[src/rtl/bkr_pkg.sv]
package bkr_pkg;
  // register offsets on the serial register port
  localparam logic [7:0] LEVEL_OFS = 8'h10;
  localparam logic [7:0] MODE_OFS  = 8'h11;
  localparam logic [7:0] RSVD_OFS  = 8'h12;
  localparam logic [7:0] ENPG_OFS  = 8'h13;
  // field positions
  localparam int LEVEL_CODE_MSB = 5;
  localparam int RANGE_BIT      = 6;
  localparam int MODE_BIT       = 0;
  localparam int ENABLE_BIT     = 0;
  localparam int PGOOD_BIT      = 1;
  localparam int EXACT_BIT      = 2;
  // reset values of writable fields (arbitrary plain defaults)
  localparam logic [5:0] LEVEL_CODE_RST = 6'h00;
  localparam logic       RANGE_RST      = 1'b1;
  localparam logic       MODE_RST       = 1'b0;
  localparam logic       ENABLE_RST     = 1'b0;
  localparam logic       EXACT_RST      = 1'b0;
  // read-only bits, value may vary per part (arbitrary)
  localparam logic [7:0] RO_LEVEL_RST = 8'h00;
  localparam logic [7:0] RO_MODE_RST  = 8'h00;
  localparam logic [7:0] RO_RSVD_RST  = 8'h00;
  localparam logic [7:0] RO_ENPG_RST  = 8'h00;
  // voltage decode in millivolts
  localparam logic [12:0] HIGH_BASE_MV = 13'd1250;
  localparam logic [12:0] HIGH_STEP_MV = 13'd50;
  localparam logic [12:0] LOW_BASE_MV  = 13'd1100;
  localparam logic [12:0] LOW_STEP_MV  = 13'd25;
  localparam logic [5:0]  LOW_FIRST    = 6'h12;
endpackage

[src/rtl/bkr_low_rom.sv]
`timescale 1ns/1ns
// low range level table, registered read data
module bkr_low_rom (
  input  wire logic        i_clk,
  input  wire logic        i_resetn,
  input  wire logic        i_ce,
  input  wire logic [5:0]  i_code,
  output logic      [12:0] o_mv,
  output logic             o_valid
);
  logic [12:0] next_mv;  // combinational table value
  logic        next_ok;  // code available

  // table of millivolt values, zero where unavailable
  always_comb begin
    next_ok = (i_code >= 6'h12);
    unique case (i_code[5:4])
      2'b01: next_mv = 13'd1100 + 13'd25 * {9'h000, i_code[3:0] - 4'h2}
                       + ((i_code[3:0] >= 4'h8) ? 13'd5 : 13'd0);
      2'b10: next_mv = 13'd1455 + 13'd25 * {9'h000, i_code[3:0]}
                       + ((i_code[3:0] >= 4'h5) ? 13'd5 : 13'd0);
      2'b11: next_mv = 13'd1860 + 13'd25 * {9'h000, i_code[3:0]}
                       + ((i_code[3:0] >= 4'h1) ? 13'd5 : 13'd0)
                       - ((i_code[3:0] >= 4'he) ? 13'd15 : 13'd0)
                       + ((i_code[3:0] == 4'hf) ? 13'd20 : 13'd0);
      default: next_mv = 13'd0;
    endcase
    if (!next_ok) begin
      next_mv = 13'd0;
    end
  end

  // registered output of the table
  always_ff @(posedge i_clk or negedge i_resetn) begin
    if (!i_resetn) begin
      o_mv    <= 13'd0;
      o_valid <= 1'b0;
    end else if (i_ce) begin
      o_mv    <= next_mv;
      o_valid <= next_ok;
    end
  end
endmodule

[src/rtl/bkr_regs.sv]
`timescale 1ns/1ns
// Operation
// [RULE1] six-bit level code at 0x10 bits 5:0
// [RULE2] bit six selects low or high range
// [RULE3] listed bits read-only with part values
// [RULE4] 0x11 bit zero forces pulse-width mode
// [RULE5] 0x13 bit zero enables the converter
// [RULE6] 0x13 bit one reads power-good
// [RULE7] software writes write-exact bit exactly
// [RULE8] high range 1.250V plus 50mV steps
// [RULE9] low range skips codes, 1.100 to 2.245V
// [RULE10] single-byte register reads and writes
// [RULE11] read-only bits and power-good ignore writes
// [RULE12] software avoids unavailable low codes
module bkr_regs
  import bkr_pkg::*;
(
  input  wire logic        i_clk,
  input  wire logic        i_resetn,
  input  wire logic        i_ce,
  input  wire logic        i_wr,
  input  wire logic        i_rd,
  input  wire logic [7:0]  i_addr,
  input  wire logic [7:0]  i_wdata,
  input  wire logic        i_power_good,
  output logic      [7:0]  o_rdata,
  output logic             o_rvalid,
  output logic      [5:0]  o_output_level_code,
  output logic             o_level_range_select,
  output logic             o_forced_pwm,
  output logic             o_regulator_enable,
  output logic             o_exact_bit,
  output logic      [12:0] o_nominal_mv,
  output logic             o_code_valid
);
  import bkr_pkg::*;

  logic [5:0]  output_level_code;   // level code field
  logic        level_range_select;  // range select field
  logic        auto_pulse_mode_n;   // one forces pulse-width
  logic        enable;              // converter enable
  logic        exact;               // write-exact bit store
  logic        pgood;               // sampled monitor flag
  logic [7:0]  next_rdata;          // read mux value
  logic [12:0] low_mv;              // low range table value
  logic        low_ok;              // low code available
  logic        range_q;             // range aligned with table
  logic [12:0] high_mv;             // high range value

  // level and range fields
  always_ff @(posedge i_clk or negedge i_resetn) begin
    if (!i_resetn) begin
      output_level_code  <= LEVEL_CODE_RST;
      level_range_select <= RANGE_RST;
    end else if (i_ce && i_wr && i_addr == LEVEL_OFS) begin  // [RULE10]
      output_level_code  <= i_wdata[LEVEL_CODE_MSB:0];        // [RULE1]
      level_range_select <= i_wdata[RANGE_BIT];               // [RULE2]
    end
  end

  // mode field
  always_ff @(posedge i_clk or negedge i_resetn) begin
    if (!i_resetn) begin
      auto_pulse_mode_n <= MODE_RST;
    end else if (i_ce && i_wr && i_addr == MODE_OFS) begin
      auto_pulse_mode_n <= i_wdata[MODE_BIT];  // [RULE4]
    end
  end

  // enable and write-exact; power-good never written
  always_ff @(posedge i_clk or negedge i_resetn) begin
    if (!i_resetn) begin
      enable <= ENABLE_RST;
      exact  <= EXACT_RST;
    end else if (i_ce && i_wr && i_addr == ENPG_OFS) begin
      enable <= i_wdata[ENABLE_BIT];  // [RULE5]
      exact  <= i_wdata[EXACT_BIT];   // [RULE7]
    end
  end

  // power-good follows the output monitor only
  always_ff @(posedge i_clk or negedge i_resetn) begin
    if (!i_resetn) begin
      pgood <= 1'b0;
    end else if (i_ce) begin
      pgood <= i_power_good;  // [RULE6] [RULE11]
    end
  end

  // read mux; read-only bits show fixed part values
  always_comb begin
    unique case (i_addr)
      LEVEL_OFS: next_rdata = {RO_LEVEL_RST[7], level_range_select,
                               output_level_code};  // [RULE3]
      MODE_OFS:  next_rdata = {RO_MODE_RST[7:1], auto_pulse_mode_n};
      RSVD_OFS:  next_rdata = RO_RSVD_RST;  // [RULE3]
      ENPG_OFS:  next_rdata = {RO_ENPG_RST[7:3], exact, pgood, enable};
      default:   next_rdata = 8'h00;
    endcase
  end

  // registered read answer, one cycle after the strobe
  always_ff @(posedge i_clk or negedge i_resetn) begin
    if (!i_resetn) begin
      o_rdata  <= 8'h00;
      o_rvalid <= 1'b0;
    end else if (i_ce) begin
      o_rvalid <= i_rd;  // [RULE10]
      if (i_rd) begin
        o_rdata <= next_rdata;
      end
    end
  end

  // control outputs straight from flops
  always_ff @(posedge i_clk or negedge i_resetn) begin
    if (!i_resetn) begin
      o_output_level_code  <= LEVEL_CODE_RST;
      o_level_range_select <= RANGE_RST;
      o_forced_pwm         <= MODE_RST;
      o_regulator_enable   <= ENABLE_RST;
      o_exact_bit          <= EXACT_RST;
      range_q              <= RANGE_RST;
    end else if (i_ce) begin
      o_output_level_code  <= output_level_code;
      o_level_range_select <= level_range_select;
      o_forced_pwm         <= auto_pulse_mode_n;
      o_regulator_enable   <= enable;
      o_exact_bit          <= exact;
      range_q              <= level_range_select;
    end
  end

  // low range table lookup
  bkr_low_rom u_low_rom (
    .i_clk    (i_clk),
    .i_resetn (i_resetn),
    .i_ce     (i_ce),
    .i_code   (output_level_code),
    .o_mv     (low_mv),
    .o_valid  (low_ok)
  );  // [RULE9]

  // high range linear decode
  always_ff @(posedge i_clk or negedge i_resetn) begin
    if (!i_resetn) begin
      high_mv <= 13'd0;
    end else if (i_ce) begin
      high_mv <= HIGH_BASE_MV
                 + HIGH_STEP_MV * {7'h00, output_level_code};  // [RULE8]
    end
  end

  // nominal voltage pick by range
  always_ff @(posedge i_clk or negedge i_resetn) begin
    if (!i_resetn) begin
      o_nominal_mv <= 13'd0;
      o_code_valid <= 1'b0;
    end else if (i_ce) begin
      o_nominal_mv <= range_q ? high_mv : low_mv;  // [RULE2]
      o_code_valid <= range_q | low_ok;            // [RULE9]
    end
  end
endmodule

[config.mk]
export PLATFORM = sky130hd
export DESIGN_NAME = bkr_regs
export DESIGN_NICKNAME = d
export VERILOG_FILES = /design/src/rtl/bkr_pkg.sv /design/src/rtl/bkr_low_rom.sv /design/src/rtl/bkr_regs.sv
export SDC_FILE = /design/constraint.sdc
export NUM_CORES = 1
export LEC_CHECK = 0
export ABC_AREA = 1
export BUFFER_PORTS_ARGS = -buffer_cell sky130_fd_sc_hd__buf_4
export CAP_MARGIN = 20
export CORE_ASPECT_RATIO = 1.1
export CORE_MARGIN = 4
export CORE_UTILIZATION = 45
export CTS_BUF_LIST = sky130_fd_sc_hd__clkbuf_16
export CTS_CLUSTER_DIAMETER = 200
export DETAILED_ROUTE_END_ITERATION = 12
export GPL_TIMING_DRIVEN = 0
export PLACE_DENSITY = 0.71
export SETUP_SLACK_MARGIN = 0.1
export SLEW_MARGIN = 25
export SYNTH_ARGS = -nofsm -noshare
export SYNTH_HDL_FRONTEND = slang
export SYNTH_SLANG_ARGS = --single-unit
[constraint.sdc]
create_clock -name i_clk -period 4.05 [get_ports i_clk]
set_input_delay 0.405 -clock i_clk [delete_from_list [all_inputs] [get_ports i_clk]]
set_output_delay 0.405 -clock i_clk [all_outputs]
set_load 0.01 [all_outputs]
==> results.cfg, run 1 <==
[setup_path]
worst-path-stages = 20
critical_path_buf_inv_count = 3
crit_arrival_ns = 3.96
path_delay_family = simple AND/OR/NAND/NOR gates
worstSetupPathType = flop to flop
worstPathMaxFanout = 5
cp_slowest_cell = dfrtp_4
worst_r2r_endpoint = u_low_rom.o_mv[12]$_DFFE_PN0P_
slowest_delay_ns = 0.49
crit_start = output_level_code[0]$_DFFE_PN0P_
setup.worst_path.end = u_low_rom.o_mv[12]$_DFFE_PN0P_
reg2reg_slack_ns = 0.30
cp.required_ns = 4.26
worstRegToRegCells = 20
r2r_start = output_level_code[0]$_DFFE_PN0P_
crit_chain = buf_4 > buf_4 > ha_2 > ha_4 > ha_4 > clkinvlp_4 > nor3_4 > or2_4 > nand2_2 > nand2_2 > and2_4 > nor2_4 > a31oi_1 > ha_1 > a21o_1 > nand3_1 > nand4_1 > or2_2 > nand4_1 > nand2_1
startpoint_type = flop
endpoint_kind = flop

[logic_synthesis]
synth_edf_count = 0
synth_area_leaders = dfrtp_1, ha_1, nand2_1
yosys_most_used_dff = dfrtp_1
syn-num-nets = 903
syn_area_per_cell_um2 = 7.45
yosys_warnings = 0
yosysTopAreaCellShare_pct = 28.6
seq_area_frac_synth_pct = 29.5
post-synth-top-count-cell = nand2_1
synthDistinctLibCells = 47
syn_inst = 787
ys_ff_latch = 69
yosysTopAreaCell = dfrtp_1
async_reset_ff_share_pct = 100
synth_common_cells = nand2_1, inv_1, ha_1, dfrtp_1, o21ai_0
syn_area_um2 = 5860

[power_and_ir_drop]
ir_drop_uv = 189
power.share.sequential_pct = 30.9
p_int_mw = 1.84
p_clk_share_pct = 28.5
p_leak_nw = 3.69
p_comb_share_pct = 40.6
p_per_area_nw_per_um2 = 395
switching_share_pct = 35.6
p_switching_mw = 1.02
finalPower_mw = 2.86

[global_route]
gr-usage-all-layers_pct = 20.4
grt_pass1_wl_um = 24200
grt_max_degree = 70
antenna_found_initial = 0
grt_pass1_vias = 4973
grt_overflow = 0

[timing]
setup_viol = 0
period_needed_ns = 3.75
setup_tns_ns = 0
finClkSkew_ns = 0.00772
fmax_ghz = 0.267
post-route-period-util_pct = 92.6
worst_slack_ns = 0.301
slew_headroom_pct = 44.2
finalMaxSlewViolations = 0
rsz0062_at_grt = no
hold_viol = 0
tightest_slew_ns = 0.837

[placement]
dp_hpwl_um = 11700
port_buffers = 51
place_ws_ns = -0.621
place_congestion = 0.869

[run_status]
outcome = finished, final reports clean

[floorplan]
die_area_um2 = 14900
initial_core_util_pct = 46.2
rows = 43
dieHeight_um = 128
die_x_um = 117
coreArea_um2 = 12700
pin_count = 55

[clocking]
path_clk_slew_ns = 0.06
clock_tree.htree_level_count = 3
cts_made_buffers = 9
cts_tree = yes
hold_buffers = 0
clk-insertion-delay-late_ns = 0.33
cts_root_buf = clkbuf_16
clock-sinks = 69
clock_path_buffers = 2

[job]
maxCapViolations = 0

[cells_and_area]
area_growth_pct = 23.3
final_nets = 989
diodes = 0
drive_above_1_share_pct = 21.8
utilization_pct = 56.9

[worst_hold_path]
min_path_type = primary input to asynchronous set/reset pin

[route]
dr.pass1.iters = 5
wire_per_inst_um = 14.8
postRouteAntennaNets = 0
avgViaCountPerCell = 5.19
drt-total-wl_um = 15400
drc = 0
dr_total_vias = 5372
drt_iter0_markers = 358
==> power groups by stage <==
stage / logic (mW) / clock network (mW) / registers [mW]
after detailed placement: 1.02 / 0 / 0.895
final: 1.16 / 0.814 / 0.882
after CTS: 1.05 / 0.823 / 0.882
after global placement: 1.01 / 0 / 0.893
after floorplan: 0.741 / 0 / 0.888
after global routing: 1.31 / 0.852 / 0.896
==> routing by layer <==
metal  global-route usage [%]  wire, µm
met3                     1.94       482
met5                        0         0
met1                     27.9      7090
met4                     7.22       454
met2                     33.6      7340
==> logic make-up after synthesis <==
group	Yosys count	synth area share (%)
DFF	69	29.5
AOI/OAI and AO/OA	127	12.1
xor gates and xnor gates	13	1.94
buffers and inverters	116	7.81
adders and majority gates	94	21.0
other	1	0.0640
and+or+nand+nor	367	27.6
==> timing repair <==
action,in CTS,in global routing
setup endpoints to repair,10,9
buffers inserted,15,9
hold endpoints to repair,0,0
cloned,0,0
pin swaps,1,17
gates resized for setup,14,46
==> cell type report <==
cell class | count | area, µm²
Multi-Input combinational cell | 602 | 3930
Buffer | 19 | 93.8
Clock buffer | 9 | 225
Tap cell | 157 | 196
Inverter | 97 | 382
Clock inverter | 7 | 91.3
Timing Repair Buffer | 75 | 567
Sequential cell | 69 | 1740
Fill cell | 1168 | 5470
==> state kept, by name, summed over array words and instances, names as in the netlist, 6 cells and up <==
register and cells:
output_level_code 6, high_mv 12, u_low_rom.o_mv 13, o_rdata 7, o_output_level_code 6, o_nominal_mv 13
==> placed cells by master, fill, tap and decap left out, types with 6 or more instances in the layout <==
master,instances
a21oi_1,25
buf_4,76
clkbuf_1,15
clkbuf_16,9
clkinvlp_4,6
dfrtp_1,63
ha_1,69
ha_4,13
inv_1,81
inv_2,11
nand2_1,215
nand2_2,16
nand3_1,33
nand3_2,7
nand4_1,9
nor2_1,56
o21ai_0,64
or2_2,6
xnor2_1,7
==> worst min path at each step <==
| stage | startpoint | end | slack, ns | cells after the start |
|---|---|---|---|---|
| 5_1_grt | i_resetn | o_nominal_mv[6]$_DFFE_PN0P_ | 0.26 | 1 |
| 3_5_place_dp | u_low_rom.o_mv[5]$_DFFE_PN0P_ | u_low_rom.o_mv[5]$_DFFE_PN0P_ | 0.46 | 2 |
| 3_3_place_gp | o_rvalid$_DFFE_PN0P_ | o_rvalid$_DFFE_PN0P_ | 0.45 | 2 |
| 4_1_cts | i_resetn | o_nominal_mv[6]$_DFFE_PN0P_ | 0.22 | 1 |
| 6_report | i_resetn | o_nominal_mv[7]$_DFFE_PN0P_ | 0.17 | 1 |
| 2_1_floorplan | i_resetn | auto_pulse_mode_n$_DFFE_PN0P_ | 0.11 | 0 |
==> worst reg2reg max path, cell delays in order (launching register included) <==
cell	delay (ns)
dfrtp_4	0.49
buf_4	0.17
buf_4	0.15
ha_2	0.21
ha_4	0.17
ha_4	0.30
clkinvlp_4	0.14
nor3_4	0.15
or2_4	0.18
nand2_2	0.06
nand2_2	0.07
and2_4	0.17
nor2_4	0.04
a31oi_1	0.15
ha_1	0.31
a21o_1	0.21
nand3_1	0.08
nand4_1	0.14
or2_2	0.30
nand4_1	0.09
nand2_1	0.06
==> through the flow <==
step	cells	instance area (µm²)	hold slack (ns)
2_1_floorplan	787	5860	0.109
3_5_place_dp	995	6440	0.462
6_report	1035	7230	0.173
5_1_grt	1035	7230	0.263
4_1_cts	1026	6930	0.218
3_3_place_gp	995	6440	0.455
(Power assumes the default switching activity.)
==> run 2: changes to the inputs <==
--- a/config.mk
+++ b/config.mk
@@ -10,12 +10,12 @@
 export CAP_MARGIN = 20
 export CORE_ASPECT_RATIO = 1.1
 export CORE_MARGIN = 4
-export CORE_UTILIZATION = 45
+export CORE_UTILIZATION = 55
 export CTS_BUF_LIST = sky130_fd_sc_hd__clkbuf_16
 export CTS_CLUSTER_DIAMETER = 200
 export DETAILED_ROUTE_END_ITERATION = 12
 export GPL_TIMING_DRIVEN = 0
-export PLACE_DENSITY = 0.71
+export PLACE_DENSITY = 0.83
 export SETUP_SLACK_MARGIN = 0.1
 export SLEW_MARGIN = 25
 export SYNTH_ARGS = -nofsm -noshare
==> run 2 against run 1 <==
Effect of this change:
- first-iteration DRC count down 2.2%
- non-clock buffer count down 5
- global-route usage up 4.7 points
- hold slack worse by 0.0049 ns
- clock power up 3.9%
- total power up 1.8%
- maximum frequency down 2.6%
- critical path depth down 1
- clock skew down 0.0016 ns
- flip-flop and latch count unchanged
- largest power group unchanged
==> results.cfg, run 2 (synthesized netlist as in run 1, its figures left out) <==
[run_status]
outcome = finished, final reports clean

[clocking]
cts_tree = yes
cts_root_buf = clkbuf_16
path_clk_slew_ns = 0.06
clk-insertion-delay-late_ns = 0.34
clock-sinks = 69
clock_tree.htree_level_count = 3
clock_path_buffers = 2
cts_made_buffers = 9

[global_route]
gr-usage-all-layers_pct = 25.1
grt_overflow = 0
grt_pass1_vias = 4966
grt_max_degree = 70
grt_pass1_wl_um = 24500
antenna_found_initial = 0

[timing]
setup_tns_ns = 0
fmax_ghz = 0.260
tightest_slew_ns = 0.828
slew_headroom_pct = 44.8
setup_viol = 0
period_needed_ns = 3.85
hold_ws_ns = 0.168
rsz0062_at_grt = no
finalMaxSlewViolations = 0
hold_viol = 0
post-route-period-util_pct = 95.0
finClkSkew_ns = 0.00615

[cells_and_area]
drive_above_1_share_pct = 21.0
final_common_cell = nand2_1
diodes = 0
top_regs = o_nominal_mv: 13 flops, u_low_rom.o_mv: 13 flops, high_mv: 12 flops
stdcell_area_um2 = 7150
area_growth_pct = 22.0
nFillCells = 832
most-common-layout-cells = nand2_1, inv_1, buf_4
final_nets = 984

[setup_path]
worstRegToRegCells = 19
endpoint_kind = flop
worstSetupPathType = flop to flop
crit_arrival_ns = 4.06
startpoint_type = flop
reg2reg_slack_ns = 0.20
worstPathMaxFanout = 7
r2r_start = output_level_code[1]$_DFFE_PN0P_
cp.required_ns = 4.26
worst_r2r_endpoint = u_low_rom.o_mv[10]$_DFFE_PN0P_

[floorplan]
dieHeight_um = 116
coreArea_um2 = 10400
rows = 39
die_x_um = 106
initial_core_util_pct = 56.4
die_area_um2 = 12400
pin_count = 55

[route]
postRouteAntennaNets = 0
dr_total_vias = 5475
drt_iter0_markers = 350
drc = 0
avgViaCountPerCell = 5.39
wire_per_inst_um = 15.3
drt-total-wl_um = 15600
dr.pass1.iters = 5

[power_and_ir_drop]
ir_drop_uv = 275
p_leak_nw = 3.67
p_per_area_nw_per_um2 = 406

[placement]
dp_hpwl_um = 11500
place_congestion = 0.944
place_area_um2 = 6420
port_buffers = 51

[worst_hold_path]
min_path_type = primary input to asynchronous set/reset pin

[job]
maxCapViolations = 0
==> run 2: final cells by class <==
| type | count | area (µm²) | share of cell area [%] |
|---|---|---|---|
| Multi-Input combinational cell | 602 | 3900 | 54.5 |
| Tap cell | 143 | 179 | 2.50 |
| Sequential cell | 69 | 1730 | 24.2 |
| Timing Repair Buffer | 70 | 542 | 7.58 |
| Inverter | 97 | 378 | 5.28 |
| Buffer | 19 | 93.8 | 1.31 |
| Clock buffer | 9 | 225 | 3.15 |
| Clock inverter | 7 | 98.8 | 1.38 |
==> run 2: stage by stage <==
stage          util [%]  cells  power (mW)  setup slack (ns)
3_3_place_gp       61.8    981        1.91            -0.605
2_1_floorplan         -    787        1.63             0.138
6_report           68.8   1016        2.91             0.201
4_1_cts            66.1   1005        2.79            0.0806
3_5_place_dp       61.8    981        1.92            -0.579
5_1_grt            68.8   1016        3.11           0.00880
==> run 2: what timing repair did <==
item                                    CTS  global route
endpoints found under the hold margin     0             0
gates resized for setup                  12            43
hold buffers                              0             0
buffers inserted                          8            11
pin swaps                                 0            18
endpoints found under the setup margin   10             9
==> run 2: power breakdown <==
| group | total, mW | switching (mW) | leakage, nW | internal, mW |
|---|---|---|---|---|
| logic | 1.17 | 0.673 | 2.67 | 0.495 |
| clock network | 0.846 | 0.305 | 0.156 | 0.542 |
| registers | 0.892 | 0.0817 | 0.839 | 0.811 |
| total | 2.91 | 1.06 | 3.67 | 1.85 |
==> run 2: critical path: stages (launching register included) <==
cell	delay, ns
dfrtp_2	0.39
clkinvlp_4	0.14
buf_6	0.16
ha_4	0.28
ha_2	0.27
buf_4	0.16
inv_1	0.17
nor3_2	0.08
or2_2	0.28
nand2_1	0.11
ha_1	0.25
ha_1	0.37
a21oi_2	0.16
nor2_1	0.07
nor2_1	0.08
nand2_1	0.09
a21o_1	0.20
or2_2	0.27
nand4_1	0.09
nand3_1	0.07
==> run 2: worst max-delay path by stage <==
stage / slack, ns / cells after the start / end / from
3_3_place_gp: -0.61 / 18 / u_low_rom.o_mv[10]$_DFFE_PN0P_ / output_level_code[2]$_DFFE_PN0P_
2_1_floorplan: 0.14 / 20 / u_low_rom.o_mv[10]$_DFFE_PN0P_ / output_level_code[2]$_DFFE_PN0P_
5_1_grt: 0.009 / 21 / u_low_rom.o_mv[12]$_DFFE_PN0P_ / output_level_code[0]$_DFFE_PN0P_
3_5_place_dp: -0.58 / 20 / u_low_rom.o_mv[10]$_DFFE_PN0P_ / output_level_code[2]$_DFFE_PN0P_
4_1_cts: 0.08 / 18 / u_low_rom.o_mv[10]$_DFFE_PN0P_ / output_level_code[1]$_DFFE_PN0P_
6_report: 0.20 / 19 / u_low_rom.o_mv[10]$_DFFE_PN0P_ / output_level_code[1]$_DFFE_PN0P_
==> run 2: metal layers <==
layer	track usage (%)	wire, µm	vias up
met3	3.15	812	36
met1	33.3	6680	2562
met4	10.2	471	0
met2	42.1	7600	164
met5	0	0	-
li1	-	-	2713
